==> config.mk <==
export PLATFORM = sky130hd
export DESIGN_NAME = aipc_core
export DESIGN_NICKNAME = d
export VERILOG_FILES = /design/src/shared/aipc_pkg.sv /design/src/verilog/aipc_core.sv
export VERILOG_INCLUDE_DIRS = /design/src /design/src/shared
export SDC_FILE = /design/constraint.sdc
export NUM_CORES = 2
export LEC_CHECK = 0
export BUFFER_PORTS_ARGS = -buffer_cell sky130_fd_sc_hd__clkbuf_2
export CORE_UTILIZATION = 64
export DETAILED_ROUTE_END_ITERATION = 8
export GPL_ROUTABILITY_DRIVEN = 0
export PLACE_DENSITY = 0.82
export SYNTH_ARGS = -nofsm -noshare
export SYNTH_HDL_FRONTEND = slang
export SYNTH_SLANG_ARGS = --single-unit
==> constraint.sdc <==
create_clock -name CLOCK_IN -period 8.4 [get_ports CLOCK_IN]
set_input_delay 1.68 -clock CLOCK_IN [delete_from_list [all_inputs] [get_ports CLOCK_IN]]
set_output_delay 1.68 -clock CLOCK_IN [all_outputs]
set_load 0.02 [all_outputs]
==> src/shared/aipc_params.svh <==
// Register offsets, field positions, reset values and timing counts
`ifndef AIPC_PARAMS_SVH
`define AIPC_PARAMS_SVH
`define AIPC_OFF_MODE     12'h000
`define AIPC_OFF_KFACTOR  12'h004
`define AIPC_OFF_VPI      12'h008
`define AIPC_OFF_INJVOL   12'h00C
`define AIPC_OFF_SELFPER  12'h010
`define AIPC_OFF_MINTX    12'h014
`define AIPC_OFF_ENDTIME  12'h018
`define AIPC_OFF_LOWRATE  12'h01C
`define AIPC_OFF_CMD      12'h020
`define AIPC_OFF_STATUS   12'h024
`define AIPC_OFF_WILDVOL  12'h028
`define AIPC_OFF_INJCNT   12'h02C
`define AIPC_CMD_INJNOW   0
`define AIPC_CMD_OPEN     1
`define AIPC_CMD_CLOSE    2
`define AIPC_CMD_PERM_EN  3
`define AIPC_CMD_PERM_DIS 4
`define AIPC_RST_KFACTOR  32'h0000_0001
`define AIPC_RST_VPI      32'h0000_0050
`define AIPC_RST_INJVOL   32'h0000_000A
`define AIPC_RST_SELFPER  32'h0000_2710
`define AIPC_RST_MINTX    32'h0000_0001
`define AIPC_RST_ENDTIME  32'h0000_2710
`define AIPC_RST_LOWRATE  32'h0000_0001
`define AIPC_RATE_WINDOW  32'h0000_2710
`endif

==> src/shared/aipc_pkg.sv <==
// Types for the additive injection pacing control block
package aipc_pkg;
    typedef enum logic [1:0] {
        AM_SMART = 2'b00,
        AM_SLAVE = 2'b01,
        AM_SELF  = 2'b10
    } aipc_addmode_t;
    typedef enum logic [1:0] {
        SRC_NONE   = 2'b00,
        SRC_PULSE  = 2'b01,
        SRC_ANALOG = 2'b10,
        SRC_DIGITAL_SERIAL = 2'b11
    } aipc_src_t;
    typedef enum logic [2:0] {
        OM_SMART_PULSE   = 3'b000,
        OM_SMART_ANALOG  = 3'b001,
        OM_SMART_INJECT  = 3'b010,
        OM_SMART_SERIAL  = 3'b011,
        OM_SLAVE_INJECT  = 3'b100,
        OM_SLAVE_SERIAL  = 3'b101,
        OM_SELF          = 3'b110,
        OM_IDLE          = 3'b111
    } aipc_opmode_t;
    // Pacing/solenoid source: 0 none, 1 pulse, 2 analog, 3 digital, 4 serial
    typedef struct packed {
        logic [1:0] add_mode;
        logic [2:0] pace_src;
        logic [2:0] sol_src;
        logic [1:0] perm_src;
        logic       ilk_bound;
        logic       ilk_and;
    } aipc_cfg_t;
endpackage : aipc_pkg

==> src/verilog/aipc_core.sv <==
// Additive injection mode, pacing and permissive logic with AHB-Lite regs
//
// Our own choices: the placing of the registers and register access over AHB-Lite.
`timescale 1ns/1ps
`default_nettype none
`include "aipc_params.svh"
module aipc_core (
    input  wire logic        CLOCK_IN,
    input  wire logic        RESETN_IN,
    input  wire logic        HSEL_IN,
    input  wire logic [31:0] HADDR_IN,
    input  wire logic [1:0]  HTRANS_IN,
    input  wire logic        HWRITE_IN,
    input  wire logic [2:0]  HSIZE_IN,
    input  wire logic [31:0] HWDATA_IN,
    input  wire logic        HREADY_IN,
    output logic      [31:0] HRDATA_OUT,
    output logic             HREADYOUT_OUT,
    output logic             HRESP_OUT,
    input  wire logic        PULSE_INPUT_SOURCE_IN,
    input  wire logic        PULSE_INPUT_SOURCE_B_IN,
    input  wire logic        ANALOG_INPUT_SOURCE_IN,
    input  wire logic        DIGITAL_INPUT_SOURCE_IN,
    input  wire logic        PERMISSIVE_IN,
    input  wire logic        INTERLOCK_IN,
    output logic             SOLENOID_OUT,
    output logic             TRANSACTION_OUT,
    output logic             PERMISSIVE_OUT,
    output logic      [1:0]  PULSE_INPUTS_USED_OUT
);
    // Plain-number settings; reset defaults sit in the params header
    logic [31:0]        kfactor_reg;    // Pulses per volume unit
    logic [31:0]        vpi_reg;        // Volume between injections
    logic [31:0]        injvol_reg;     // Volume dispensed per injection
    logic [31:0]        selfper_reg;    // Self-pace period, cycles
    logic [31:0]        mintx_reg;      // Minimum transaction volume
    logic [31:0]        endtime_reg;    // End-transaction time, cycles
    logic [31:0]        lowrate_reg;    // Low-flow volume per window
    aipc_pkg::aipc_cfg_t cfg_reg;       // Mode and binding selection
    logic [31:0]        wild_reg;       // Wild-stream accumulator
    logic [31:0]        total_reg;      // Total flowed, for start check
    logic [31:0]        injcnt_reg;     // Injections started
    logic [31:0]        pcnt_reg;       // Pulses toward one volume unit
    logic [31:0]        dose_reg;       // Remaining dose of current cycle
    logic               sol_latch_reg;  // Slave command latch
    logic               ser_perm_reg;   // Serial permissive latch
    logic               tx_reg;         // Transaction active
    logic [31:0]        self_tmr_reg;   // Self-pace timer
    logic [31:0]        idle_tmr_reg;   // Time since last activity
    logic [31:0]        win_tmr_reg;    // Flow-rate window timer
    logic [31:0]        win_vol_reg;    // Volume in current window
    logic [31:0]        low_tmr_reg;    // Time spent below low rate
    logic               low_flow_reg;   // Last window below low rate
    aipc_pkg::aipc_opmode_t mode;       // Decoded operating mode

    // Two-stage synchronisers for the external pins
    logic [5:0] s1_reg;
    logic [5:0] s2_reg;
    logic [5:0] s3_reg;                 // Previous value for edges
    always_ff @(posedge CLOCK_IN or negedge RESETN_IN) begin
        if (!RESETN_IN) begin
            s1_reg <= 6'h00;
            s2_reg <= 6'h00;
            s3_reg <= 6'h00;
        end else begin
            s1_reg <= {INTERLOCK_IN, PERMISSIVE_IN, PULSE_INPUT_SOURCE_B_IN,
                       DIGITAL_INPUT_SOURCE_IN, ANALOG_INPUT_SOURCE_IN,
                       PULSE_INPUT_SOURCE_IN};
            s2_reg <= s1_reg;
            s3_reg <= s2_reg;
        end
    end
    logic pi_rise;
    logic ai_rise;
    logic di_rise;
    assign pi_rise = s2_reg[0] & ~s3_reg[0];
    assign ai_rise = s2_reg[1] & ~s3_reg[1];
    assign di_rise = s2_reg[2] & ~s3_reg[2];

    // Mode decode from three settings
    always_comb begin
        unique case (cfg_reg.add_mode)
            aipc_pkg::AM_SMART: begin
                // Pacing source picks the smart variant
                case (cfg_reg.pace_src)
                    3'h1:    mode = aipc_pkg::OM_SMART_PULSE;
                    3'h2:    mode = aipc_pkg::OM_SMART_ANALOG;
                    3'h3:    mode = aipc_pkg::OM_SMART_INJECT;
                    3'h4:    mode = aipc_pkg::OM_SMART_SERIAL;
                    default: mode = aipc_pkg::OM_IDLE;
                endcase
            end
            aipc_pkg::AM_SLAVE: begin
                // Pacing source ignored, solenoid binding decides
                case (cfg_reg.sol_src)
                    3'h2, 3'h3: mode = aipc_pkg::OM_SLAVE_INJECT;
                    3'h4:       mode = aipc_pkg::OM_SLAVE_SERIAL;
                    default:    mode = aipc_pkg::OM_IDLE;
                endcase
            end
            aipc_pkg::AM_SELF: mode = aipc_pkg::OM_SELF;
            default:           mode = aipc_pkg::OM_IDLE;
        endcase
    end

    // Stream consumes two pulse inputs only in smart pulse mode
    always_comb begin
        PULSE_INPUTS_USED_OUT = (mode == aipc_pkg::OM_SMART_PULSE) ?
                                2'h2 : 2'h1;
    end

    // AHB-Lite slave: latch address phase, act in data phase
    logic        dp_valid_reg;
    logic        dp_write_reg;
    logic [11:0] dp_addr_reg;
    always_ff @(posedge CLOCK_IN or negedge RESETN_IN) begin
        if (!RESETN_IN) begin
            dp_valid_reg <= 1'b0;
            dp_write_reg <= 1'b0;
            dp_addr_reg  <= 12'h000;
        end else if (HREADY_IN) begin
            dp_valid_reg <= HSEL_IN & HTRANS_IN[1];
            dp_write_reg <= HWRITE_IN;
            dp_addr_reg  <= HADDR_IN[11:0];
        end
    end
    assign HREADYOUT_OUT = 1'b1;   // Zero wait states
    assign HRESP_OUT     = 1'b0;   // Always OKAY
    logic wr;
    assign wr = dp_valid_reg & dp_write_reg;
    logic [4:0] cmd;               // Command pulses this cycle
    assign cmd = (wr && dp_addr_reg == `AIPC_OFF_CMD) ? HWDATA_IN[4:0]
                                                      : 5'h00;

    // Configuration writes
    always_ff @(posedge CLOCK_IN or negedge RESETN_IN) begin
        if (!RESETN_IN) begin
            cfg_reg     <= '0;
            kfactor_reg <= `AIPC_RST_KFACTOR;
            vpi_reg     <= `AIPC_RST_VPI;
            injvol_reg  <= `AIPC_RST_INJVOL;
            selfper_reg <= `AIPC_RST_SELFPER;
            mintx_reg   <= `AIPC_RST_MINTX;
            endtime_reg <= `AIPC_RST_ENDTIME;
            lowrate_reg <= `AIPC_RST_LOWRATE;
        end else if (wr) begin
            case (dp_addr_reg)
                `AIPC_OFF_MODE:    cfg_reg     <= HWDATA_IN[11:0];
                `AIPC_OFF_KFACTOR: kfactor_reg <= HWDATA_IN;
                `AIPC_OFF_VPI:     vpi_reg     <= HWDATA_IN;
                `AIPC_OFF_INJVOL:  injvol_reg  <= HWDATA_IN;
                `AIPC_OFF_SELFPER: selfper_reg <= HWDATA_IN;
                `AIPC_OFF_MINTX:   mintx_reg   <= HWDATA_IN;
                `AIPC_OFF_ENDTIME: endtime_reg <= HWDATA_IN;
                `AIPC_OFF_LOWRATE: lowrate_reg <= HWDATA_IN;
                default: ;
            endcase
        end
    end

    // Read data registered at the address phase for stable data phase
    always_ff @(posedge CLOCK_IN or negedge RESETN_IN) begin
        if (!RESETN_IN) begin
            HRDATA_OUT <= 32'h0000_0000;
        end else if (HREADY_IN && HSEL_IN && HTRANS_IN[1] && !HWRITE_IN) begin
            case (HADDR_IN[11:0])
                `AIPC_OFF_MODE:    HRDATA_OUT <= {20'h0, cfg_reg};
                `AIPC_OFF_KFACTOR: HRDATA_OUT <= kfactor_reg;
                `AIPC_OFF_VPI:     HRDATA_OUT <= vpi_reg;
                `AIPC_OFF_INJVOL:  HRDATA_OUT <= injvol_reg;
                `AIPC_OFF_SELFPER: HRDATA_OUT <= selfper_reg;
                `AIPC_OFF_MINTX:   HRDATA_OUT <= mintx_reg;
                `AIPC_OFF_ENDTIME: HRDATA_OUT <= endtime_reg;
                `AIPC_OFF_LOWRATE: HRDATA_OUT <= lowrate_reg;
                `AIPC_OFF_STATUS:  HRDATA_OUT <= {22'h0, mode, low_flow_reg,
                    ser_perm_reg, sol_latch_reg, PERMISSIVE_OUT,
                    tx_reg, SOLENOID_OUT, (dose_reg != 32'h0)};
                `AIPC_OFF_WILDVOL: HRDATA_OUT <= wild_reg;
                `AIPC_OFF_INJCNT:  HRDATA_OUT <= injcnt_reg;
                default:           HRDATA_OUT <= 32'h0000_0000;
            endcase
        end
    end

    // Pulse to volume division: one unit per kfactor pulses
    logic unit_tick;
    assign unit_tick = (mode == aipc_pkg::OM_SMART_PULSE) && pi_rise &&
                       (pcnt_reg + 32'h1 >= kfactor_reg);
    always_ff @(posedge CLOCK_IN or negedge RESETN_IN) begin
        if (!RESETN_IN) begin
            pcnt_reg <= 32'h0;
        end else if (mode != aipc_pkg::OM_SMART_PULSE) begin
            pcnt_reg <= 32'h0;
        end else if (pi_rise) begin
            pcnt_reg <= unit_tick ? 32'h0 : pcnt_reg + 32'h1;
        end
    end

    // Analog flow level treated as volume-unit pulses in smart analog
    logic vol_add;                 // Volume increment this cycle
    logic [31:0] add_amt;
    always_comb begin
        vol_add = 1'b0;
        add_amt = 32'h0;
        if (unit_tick) begin
            vol_add = 1'b1;
            add_amt = 32'h1;
        end else if (mode == aipc_pkg::OM_SMART_ANALOG && ai_rise) begin
            vol_add = 1'b1;
            add_amt = 32'h1;
        end else if (mode == aipc_pkg::OM_SMART_INJECT && di_rise) begin
            // Trigger only credits the threshold volume
            vol_add = 1'b1;
            add_amt = vpi_reg;
        end
    end

    // Injection triggers for every pacing style
    logic vol_trig;
    logic edge_trig;
    logic ser_trig;
    logic self_trig;
    logic inject;
    assign vol_trig  = (mode == aipc_pkg::OM_SMART_PULSE ||
                        mode == aipc_pkg::OM_SMART_ANALOG) &&
                       (wild_reg >= vpi_reg) && (vpi_reg != 32'h0);
    // Rising edge of digital inject-now input (pace_src is always 3 in this mode)
    assign edge_trig = (mode == aipc_pkg::OM_SMART_INJECT) &&
                       ((cfg_reg.pace_src == 3'h3) ? di_rise : ai_rise);
    assign ser_trig  = (mode == aipc_pkg::OM_SMART_SERIAL) &&
                       cmd[`AIPC_CMD_INJNOW];
    assign self_trig = (mode == aipc_pkg::OM_SELF) &&
                       (self_tmr_reg + 32'h1 >= selfper_reg);
    assign inject    = vol_trig | edge_trig | ser_trig | self_trig;

    // Wild-stream accumulator with remainder kept
    always_ff @(posedge CLOCK_IN or negedge RESETN_IN) begin
        if (!RESETN_IN) begin
            wild_reg  <= 32'h0;
            total_reg <= 32'h0;
        end else begin
            if (vol_trig) begin
                wild_reg <= wild_reg - vpi_reg + add_amt;
            end else if (vol_add) begin
                wild_reg <= wild_reg + add_amt;
            end
            if (tx_reg) begin
                total_reg <= 32'h0;  // Fresh count for next start
            end else if (vol_add) begin
                total_reg <= total_reg + add_amt;
            end
        end
    end

    // Self-pace repeating timer
    always_ff @(posedge CLOCK_IN or negedge RESETN_IN) begin
        if (!RESETN_IN) begin
            self_tmr_reg <= 32'h0;
        end else if (mode != aipc_pkg::OM_SELF || self_trig) begin
            self_tmr_reg <= 32'h0;
        end else begin
            self_tmr_reg <= self_tmr_reg + 32'h1;
        end
    end

    // Dose counter: one cycle per volume unit; a new trigger restarts it
    always_ff @(posedge CLOCK_IN or negedge RESETN_IN) begin
        if (!RESETN_IN) begin
            dose_reg   <= 32'h0;
            injcnt_reg <= 32'h0;
        end else if (inject) begin
            dose_reg   <= injvol_reg;
            injcnt_reg <= injcnt_reg + 32'h1;
        end else if (dose_reg != 32'h0) begin
            dose_reg <= dose_reg - 32'h1;
        end
    end

    // Slave command latch from serial commands
    always_ff @(posedge CLOCK_IN or negedge RESETN_IN) begin
        if (!RESETN_IN) begin
            sol_latch_reg <= 1'b0;
        end else if (cmd[`AIPC_CMD_OPEN]) begin
            sol_latch_reg <= 1'b1;   // Open wins a same-cycle close
        end else if (cmd[`AIPC_CMD_CLOSE]) begin
            sol_latch_reg <= 1'b0;
        end
    end

    // Slave open condition; pin slave follows its input level
    logic slave_open;
    always_comb begin
        slave_open = 1'b0;
        if (mode == aipc_pkg::OM_SLAVE_SERIAL) begin
            slave_open = sol_latch_reg;
        end else if (mode == aipc_pkg::OM_SLAVE_INJECT) begin
            slave_open = (cfg_reg.sol_src == 3'h3) ? s2_reg[2]
                                                   : s2_reg[1];
        end
    end

    // Solenoid output, registered
    always_ff @(posedge CLOCK_IN or negedge RESETN_IN) begin
        if (!RESETN_IN) begin
            SOLENOID_OUT <= 1'b0;
        end else if (mode == aipc_pkg::OM_SLAVE_SERIAL ||
                     mode == aipc_pkg::OM_SLAVE_INJECT) begin
            SOLENOID_OUT <= slave_open;
        end else begin
            // Only dose while the transaction is enabled
            SOLENOID_OUT <= PERMISSIVE_OUT && (inject || dose_reg > 32'h1);
        end
    end

    // Flow-rate window: low flow when window volume below threshold
    always_ff @(posedge CLOCK_IN or negedge RESETN_IN) begin
        if (!RESETN_IN) begin
            win_tmr_reg  <= 32'h0;
            win_vol_reg  <= 32'h0;
            low_flow_reg <= 1'b1;
        end else if (win_tmr_reg + 32'h1 >= `AIPC_RATE_WINDOW) begin
            win_tmr_reg  <= 32'h0;
            win_vol_reg  <= 32'h0;
            low_flow_reg <= (win_vol_reg + (vol_add ? add_amt : 32'h0))
                            < lowrate_reg;
        end else begin
            win_tmr_reg <= win_tmr_reg + 32'h1;
            if (vol_add) begin
                win_vol_reg <= win_vol_reg + add_amt;
            end
        end
    end

    // Activity seen this cycle for the internal permissive
    logic active;
    always_comb begin
        unique case (mode)
            aipc_pkg::OM_SMART_INJECT,
            aipc_pkg::OM_SMART_SERIAL: active = edge_trig | ser_trig;
            aipc_pkg::OM_SLAVE_INJECT,
            aipc_pkg::OM_SLAVE_SERIAL: active = slave_open;
            default:                   active = ~low_flow_reg;
        endcase
    end

    // Idle timers for end-of-transaction
    always_ff @(posedge CLOCK_IN or negedge RESETN_IN) begin
        if (!RESETN_IN) begin
            idle_tmr_reg <= 32'h0;
            low_tmr_reg  <= 32'h0;
        end else begin
            idle_tmr_reg <= active ? 32'h0 : idle_tmr_reg + 32'h1;
            low_tmr_reg  <= low_flow_reg ? low_tmr_reg + 32'h1 : 32'h0;
        end
    end

    // Internal transaction state for permissive source none
    logic vol_mode;
    assign vol_mode = mode == aipc_pkg::OM_SMART_PULSE ||
                      mode == aipc_pkg::OM_SMART_ANALOG;
    always_ff @(posedge CLOCK_IN or negedge RESETN_IN) begin
        if (!RESETN_IN) begin
            tx_reg <= 1'b0;
        end else if (mode == aipc_pkg::OM_SELF ||
                     mode == aipc_pkg::OM_IDLE) begin
            tx_reg <= 1'b0;
        end else if (vol_mode) begin
            if (!tx_reg && total_reg > mintx_reg) begin
                tx_reg <= 1'b1;
            end else if (tx_reg && low_tmr_reg >= endtime_reg) begin
                tx_reg <= 1'b0;
            end
        end else if (active) begin
            tx_reg <= 1'b1;
        end else if (idle_tmr_reg >= endtime_reg) begin
            tx_reg <= 1'b0;
        end
    end

    // Serial permissive latch
    always_ff @(posedge CLOCK_IN or negedge RESETN_IN) begin
        if (!RESETN_IN) begin
            ser_perm_reg <= 1'b0;
        end else if (cmd[`AIPC_CMD_PERM_EN]) begin
            ser_perm_reg <= 1'b1;
        end else if (cmd[`AIPC_CMD_PERM_DIS]) begin
            ser_perm_reg <= 1'b0;
        end
    end

    // Primary permissive by binding, then interlock combine
    logic prim;
    always_comb begin
        unique case (cfg_reg.perm_src)
            2'h1:    prim = ser_perm_reg;
            2'h2:    prim = s2_reg[4];
            default: prim = tx_reg;
        endcase
    end
    logic eff_perm;
    always_comb begin
        if (!cfg_reg.ilk_bound) begin
            eff_perm = prim;
        end else if (cfg_reg.ilk_and) begin
            eff_perm = prim & s2_reg[5];
        end else begin
            eff_perm = prim | s2_reg[5];
        end
    end

    // Registered permissive and transaction outputs
    always_ff @(posedge CLOCK_IN or negedge RESETN_IN) begin
        if (!RESETN_IN) begin
            PERMISSIVE_OUT  <= 1'b0;
            TRANSACTION_OUT <= 1'b0;
        end else begin
            PERMISSIVE_OUT  <= eff_perm;
            TRANSACTION_OUT <= eff_perm &&
                ((cfg_reg.perm_src != 2'h0) || mode != aipc_pkg::OM_SELF);
        end
    end
endmodule : aipc_core
`default_nettype wire

==> metrics.txt <==
# TYPE chip_impl_metric gauge
chip_impl_metric{name="ys_async_sr_fraction",unit="%"} 100
chip_impl_metric{name="finalSetupViolations",unit=""} 0
chip_impl_metric{name="clock_skew",unit="ns"} 0.0258
chip_impl_metric{name="drive_gt1_share",unit="%"} 10.2
chip_impl_metric{name="switchingPower",unit="mW"} 2.31
chip_impl_metric{name="p_int",unit="mW"} 5.70
chip_impl_metric{name="detailed_route_via_count",unit=""} 36300
chip_impl_info{name="run_status",value="finished clean"} 1
chip_impl_metric{name="portBuffers",unit=""} 91
chip_impl_metric{name="crit_path_cell_count",unit=""} 42
chip_impl_info{name="timing.critical_path.to",value="low_flow_reg"} 1
chip_impl_info{name="crit_start",value="pcnt_reg[2]"} 1
chip_impl_metric{name="tightestPinTransition",unit="ns"} 1.11
chip_impl_metric{name="drc",unit=""} 0
chip_impl_metric{name="finalNonFillerCells",unit=""} 5660
chip_impl_metric{name="min_period_over_period",unit="%"} 94.8
chip_impl_metric{name="syn-mean-instance-area",unit="µm²"} 9.03
chip_impl_metric{name="antenna_cells",unit=""} 0
chip_impl_info{name="hold_class",value="register to register"} 1
chip_impl_metric{name="grt_pass1_vias",unit=""} 34500
chip_impl_metric{name="synth.cell_area",unit="µm²"} 42100
chip_impl_metric{name="ctsHtreeMaxLevel",unit=""} 3
chip_impl_metric{name="crit_path_max_fanout",unit=""} 6
chip_impl_metric{name="worst_ir_drop_on_vdd",unit="mV"} 0.170
chip_impl_metric{name="antenna_found_initial",unit=""} 2
chip_impl_metric{name="place_hpwl",unit="µm"} 89400
chip_impl_metric{name="arrival",unit="ns"} 8.53
chip_impl_info{name="cts_tree",value="built"} 1
chip_impl_metric{name="timing.final.crit_period",unit="ns"} 7.96
chip_impl_metric{name="fmax",unit="MHz"} 126
chip_impl_metric{name="dp_cells",unit=""} 5527
chip_impl_metric{name="detailedRoute.firstPassIterationCount",unit=""} 8
chip_impl_metric{name="final_antenna_net_count",unit=""} 0
chip_impl_metric{name="drv_slew",unit=""} 0
chip_impl_metric{name="timing.critical_path.required",unit="ns"} 8.96
chip_impl_metric{name="die_height",unit="µm"} 258
chip_impl_metric{name="slew_headroom",unit="%"} 26.2
chip_impl_metric{name="switching_share",unit="%"} 28.8
chip_impl_metric{name="r2r_slack",unit="ns"} 0.44
chip_impl_metric{name="via_per_inst",unit=""} 6.41
chip_impl_metric{name="static_power_due_to_leakage",unit="nW"} 23.6
chip_impl_info{name="critPathTopFamily",value="compound AO/OA/AOI/OAI gates"} 1
chip_impl_metric{name="clock_tree.buffer_depth",unit=""} 3
chip_impl_metric{name="syn-instance-count",unit=""} 4665
chip_impl_metric{name="postLayoutCoreUtil",unit="%"} 71.5
chip_impl_metric{name="floorplan.io_pins",unit=""} 119
chip_impl_info{name="timing.critical_path.from_type",value="register"} 1
chip_impl_metric{name="power_frac_clock",unit="%"} 42.4
chip_impl_metric{name="grt_pass1_wl",unit="µm"} 192000
chip_impl_metric{name="largest_net_degree_at_the_start_of_global_routing",unit=""} 166
chip_impl_metric{name="num-nets-final",unit=""} 5264
chip_impl_metric{name="postSynthRegisterBits",unit=""} 622
chip_impl_metric{name="drt-initial-drc-count",unit=""} 4426
chip_impl_metric{name="fp.dieW",unit="µm"} 258
chip_impl_info{name="critical_path.most_common_cell",value="sky130_fd_sc_hd__a21o_1"} 1
chip_impl_metric{name="clock_pin_slew_of_the_registers_on_the_worst_case_setup_and_hold_paths",unit="ns"} 0.06
chip_impl_info{name="synthFlopType",value="sky130_fd_sc_hd__dfrtp_1"} 1
chip_impl_metric{name="yosys.cell_types.count",unit=""} 92
chip_impl_metric{name="clock_sink_count",unit=""} 622
chip_impl_info{name="critPathSlowestCell",value="sky130_fd_sc_hd__dfrtp_1"} 1
chip_impl_info{name="path_class",value="register to register"} 1
chip_impl_metric{name="r2r.worst_path.cells",unit=""} 42
chip_impl_metric{name="synth_enable_flop_cells",unit=""} 0
chip_impl_metric{name="placementRows",unit=""} 93
chip_impl_metric{name="average_routed_wire_per_standard_cell",unit="µm"} 21.7
chip_impl_info{name="commonest_non_fill_non_tap_cell_in_the_layout",value="sky130_fd_sc_hd__dfrtp_1"} 1
chip_impl_metric{name="critical_path_buf_inv_count",unit=""} 5
chip_impl_metric{name="insertion_delay",unit="ns"} 0.64
chip_impl_metric{name="globalRoute.totalOverflow",unit=""} 0
chip_impl_info{name="most-common-layout-cells",value="604 x sky130_fd_sc_hd__dfrtp_1, 478 x sky130_fd_sc_hd__nand2_1, 410 x sky130_fd_sc_hd__inv_1, 399 x sky130_fd_sc_hd__ha_1, 325 x sky130_fd_sc_hd__nor2_1"} 1
chip_impl_info{name="worstSetupEndpointType",value="register"} 1
chip_impl_metric{name="timing.critical_path.slowest_cell_delay",unit="ns"} 0.43
chip_impl_info{name="clk_root_buffer_cell",value="sky130_fd_sc_hd__clkbuf_16"} 1
chip_impl_metric{name="share_comb_of_total_power",unit="%"} 14.9
chip_impl_metric{name="setup_total_negative_slack",unit="ns"} 0
chip_impl_metric{name="initial_utilization",unit="%"} 65.1
chip_impl_metric{name="dieArea",unit="µm²"} 66800
chip_impl_metric{name="powerDensity",unit="nW/µm²"} 173
chip_impl_info{name="crit-reg2reg-capture",value="low_flow_reg"} 1
chip_impl_metric{name="yosys_warnings",unit=""} 0
chip_impl_metric{name="totalWireLength",unit="µm"} 123000
chip_impl_metric{name="flow.area_growth_from_synthesis",unit="%"} 9.88
chip_impl_metric{name="cts_hold_buf",unit=""} 0
chip_impl_info{name="reg2reg_launch_point",value="pcnt_reg[2]"} 1
chip_impl_metric{name="track_usage",unit="%"} 36.8
chip_impl_metric{name="drv_cap",unit=""} 0
chip_impl_metric{name="cts_made_buffers",unit=""} 71
chip_impl_metric{name="timing.final.hold_violations",unit=""} 0
chip_impl_metric{name="placeableCoreArea",unit="µm²"} 64700
chip_impl_metric{name="sequential_cell_fraction_of_total_power",unit="%"} 42.7
chip_impl_metric{name="ys_seq_area_share",unit="%"} 37.0
how the worst min path moves through the flow:
stage / startpoint / to / slack, ns / cells past startpoint
after floorplan: s1_reg[0] / s2_reg[0] / 0.33 / 0
after global placement: s1_reg[4] / s2_reg[4] / 0.33 / 0
after detailed placement: s1_reg[4] / s2_reg[4] / 0.33 / 0
after CTS: s1_reg[4] / s2_reg[4] / 0.35 / 0
after global routing: s1_reg[0] / s2_reg[0] / 0.35 / 0
final: s1_reg[5] / s2_reg[5] / 0.34 / 0
power by group through the flow:
stage | logic, mW | clock network, mW | registers [mW]
3_3_place_gp | 1.11 | 0 | 3.45
5_1_grt | 1.33 | 3.55 | 3.43
2_1_floorplan | 0.804 | 0 | 3.39
3_5_place_dp | 1.16 | 0 | 3.46
4_1_cts | 1.18 | 3.42 | 3.41
6_report | 1.20 | 3.39 | 3.42
per-layer routing:
layer	up-vias	global-route usage [%]	routed length, µm
met4	4	23.9	9220
met1	17400	49.4	50000
met3	394	7.63	11200
met5	-	0	26
met2	1816	54.1	52300
li1	16700	-	-
cell usage after synthesis (all sizes together), types with 10 or more instances:
master / n / area share, %
a222oi: 29 / 0.69
nand3: 120 / 1.5
o21bai: 23 / 0.41
or4: 12 / 0.22
a31oi: 34 / 0.51
a211oi: 42 / 0.76
a41oi: 20 / 0.42
xnor2: 214 / 4.5
nor4: 28 / 0.50
nand2: 478 / 4.3
nor2b: 52 / 0.77
xor2: 92 / 1.9
mux2: 130 / 3.5
nand2b: 38 / 0.56
fa: 35 / 1.7
o211ai: 13 / 0.23
clkbuf: 126 / 1.1
a21boi: 15 / 0.27
ha: 399 / 12
a211o: 10 / 0.21
o21a: 23 / 0.41
a221oi: 32 / 0.70
inv: 411 / 3.7
o21ai: 322 / 3.8
nor2: 342 / 3.1
o31ai: 38 / 0.69
or3: 21 / 0.31
dfstp: 18 / 1.1
a21oi: 278 / 3.4
dfrtp: 604 / 36
and4: 16 / 0.33
a22o: 18 / 0.37
a21o: 126 / 2.2
and2: 50 / 0.74
nand4: 81 / 1.2
nor3: 67 / 0.87
or2: 11 / 0.16
a22oi: 75 / 1.3
and3: 74 / 1.1
buf: 37 / 0.53
worst register-to-register path, delay by kind of cell, from the launching register on:
| kind | cells | cell delay, ns |
|---|---|---|
| flops | 1 | 0.43 |
| buf+inv | 5 | 0.62 |
| xor+xnor | 2 | 0.31 |
| fa+ha+maj | 4 | 1.15 |
| mux | 1 | 0.16 |
| simple gates | 12 | 2.36 |
| compound gates | 18 | 2.87 |
cell type report:
class	instances	area, µm²
Multi-Input combinational cell	3486	24500
Fill cell	4785	18400
Sequential cell	622	15600
Clock buffer	100	2070
Inverter	412	1550
Tap cell	855	1070
Timing Repair Buffer	157	998
Clock inverter	28	475
cell families (layout without fill, tap and decap cells):
kind of cell | count (synthesis) | count (layout) | share of synthesized area (%)
muxes | 139 | 139 | 3.69
buffers and inverters | 575 | 697 | 5.33
other | 2 | 20 | 0.0178
and+or+nand+nor | 1413 | 1413 | 16.0
xor gates and xnor gates | 306 | 306 | 6.37
AOI/OAI and AO/OA | 1174 | 1174 | 18.0
DFF | 622 | 622 | 37.0
adders and majority gates | 434 | 434 | 13.5
through the flow:
step	hold WS (ns)	total power [mW]	setup WS, ns	area, µm²
finish	0.344	8.01	0.436	46300
global route	0.353	8.31	-0.0691	46300
CTS	0.348	8.00	0.0817	46200
detailed placement	0.335	4.62	0.0694	43600
global placement	0.332	4.56	0.160	43600
floorplan	0.331	4.19	0.916	42200
what timing repair did:
item,CTS,global route
endpoints found under the setup margin,1,5
resized for setup,3,17
setup buffers,0,5
pin swaps,0,4
No activity file was read; power rests on OpenSTA's default activity.
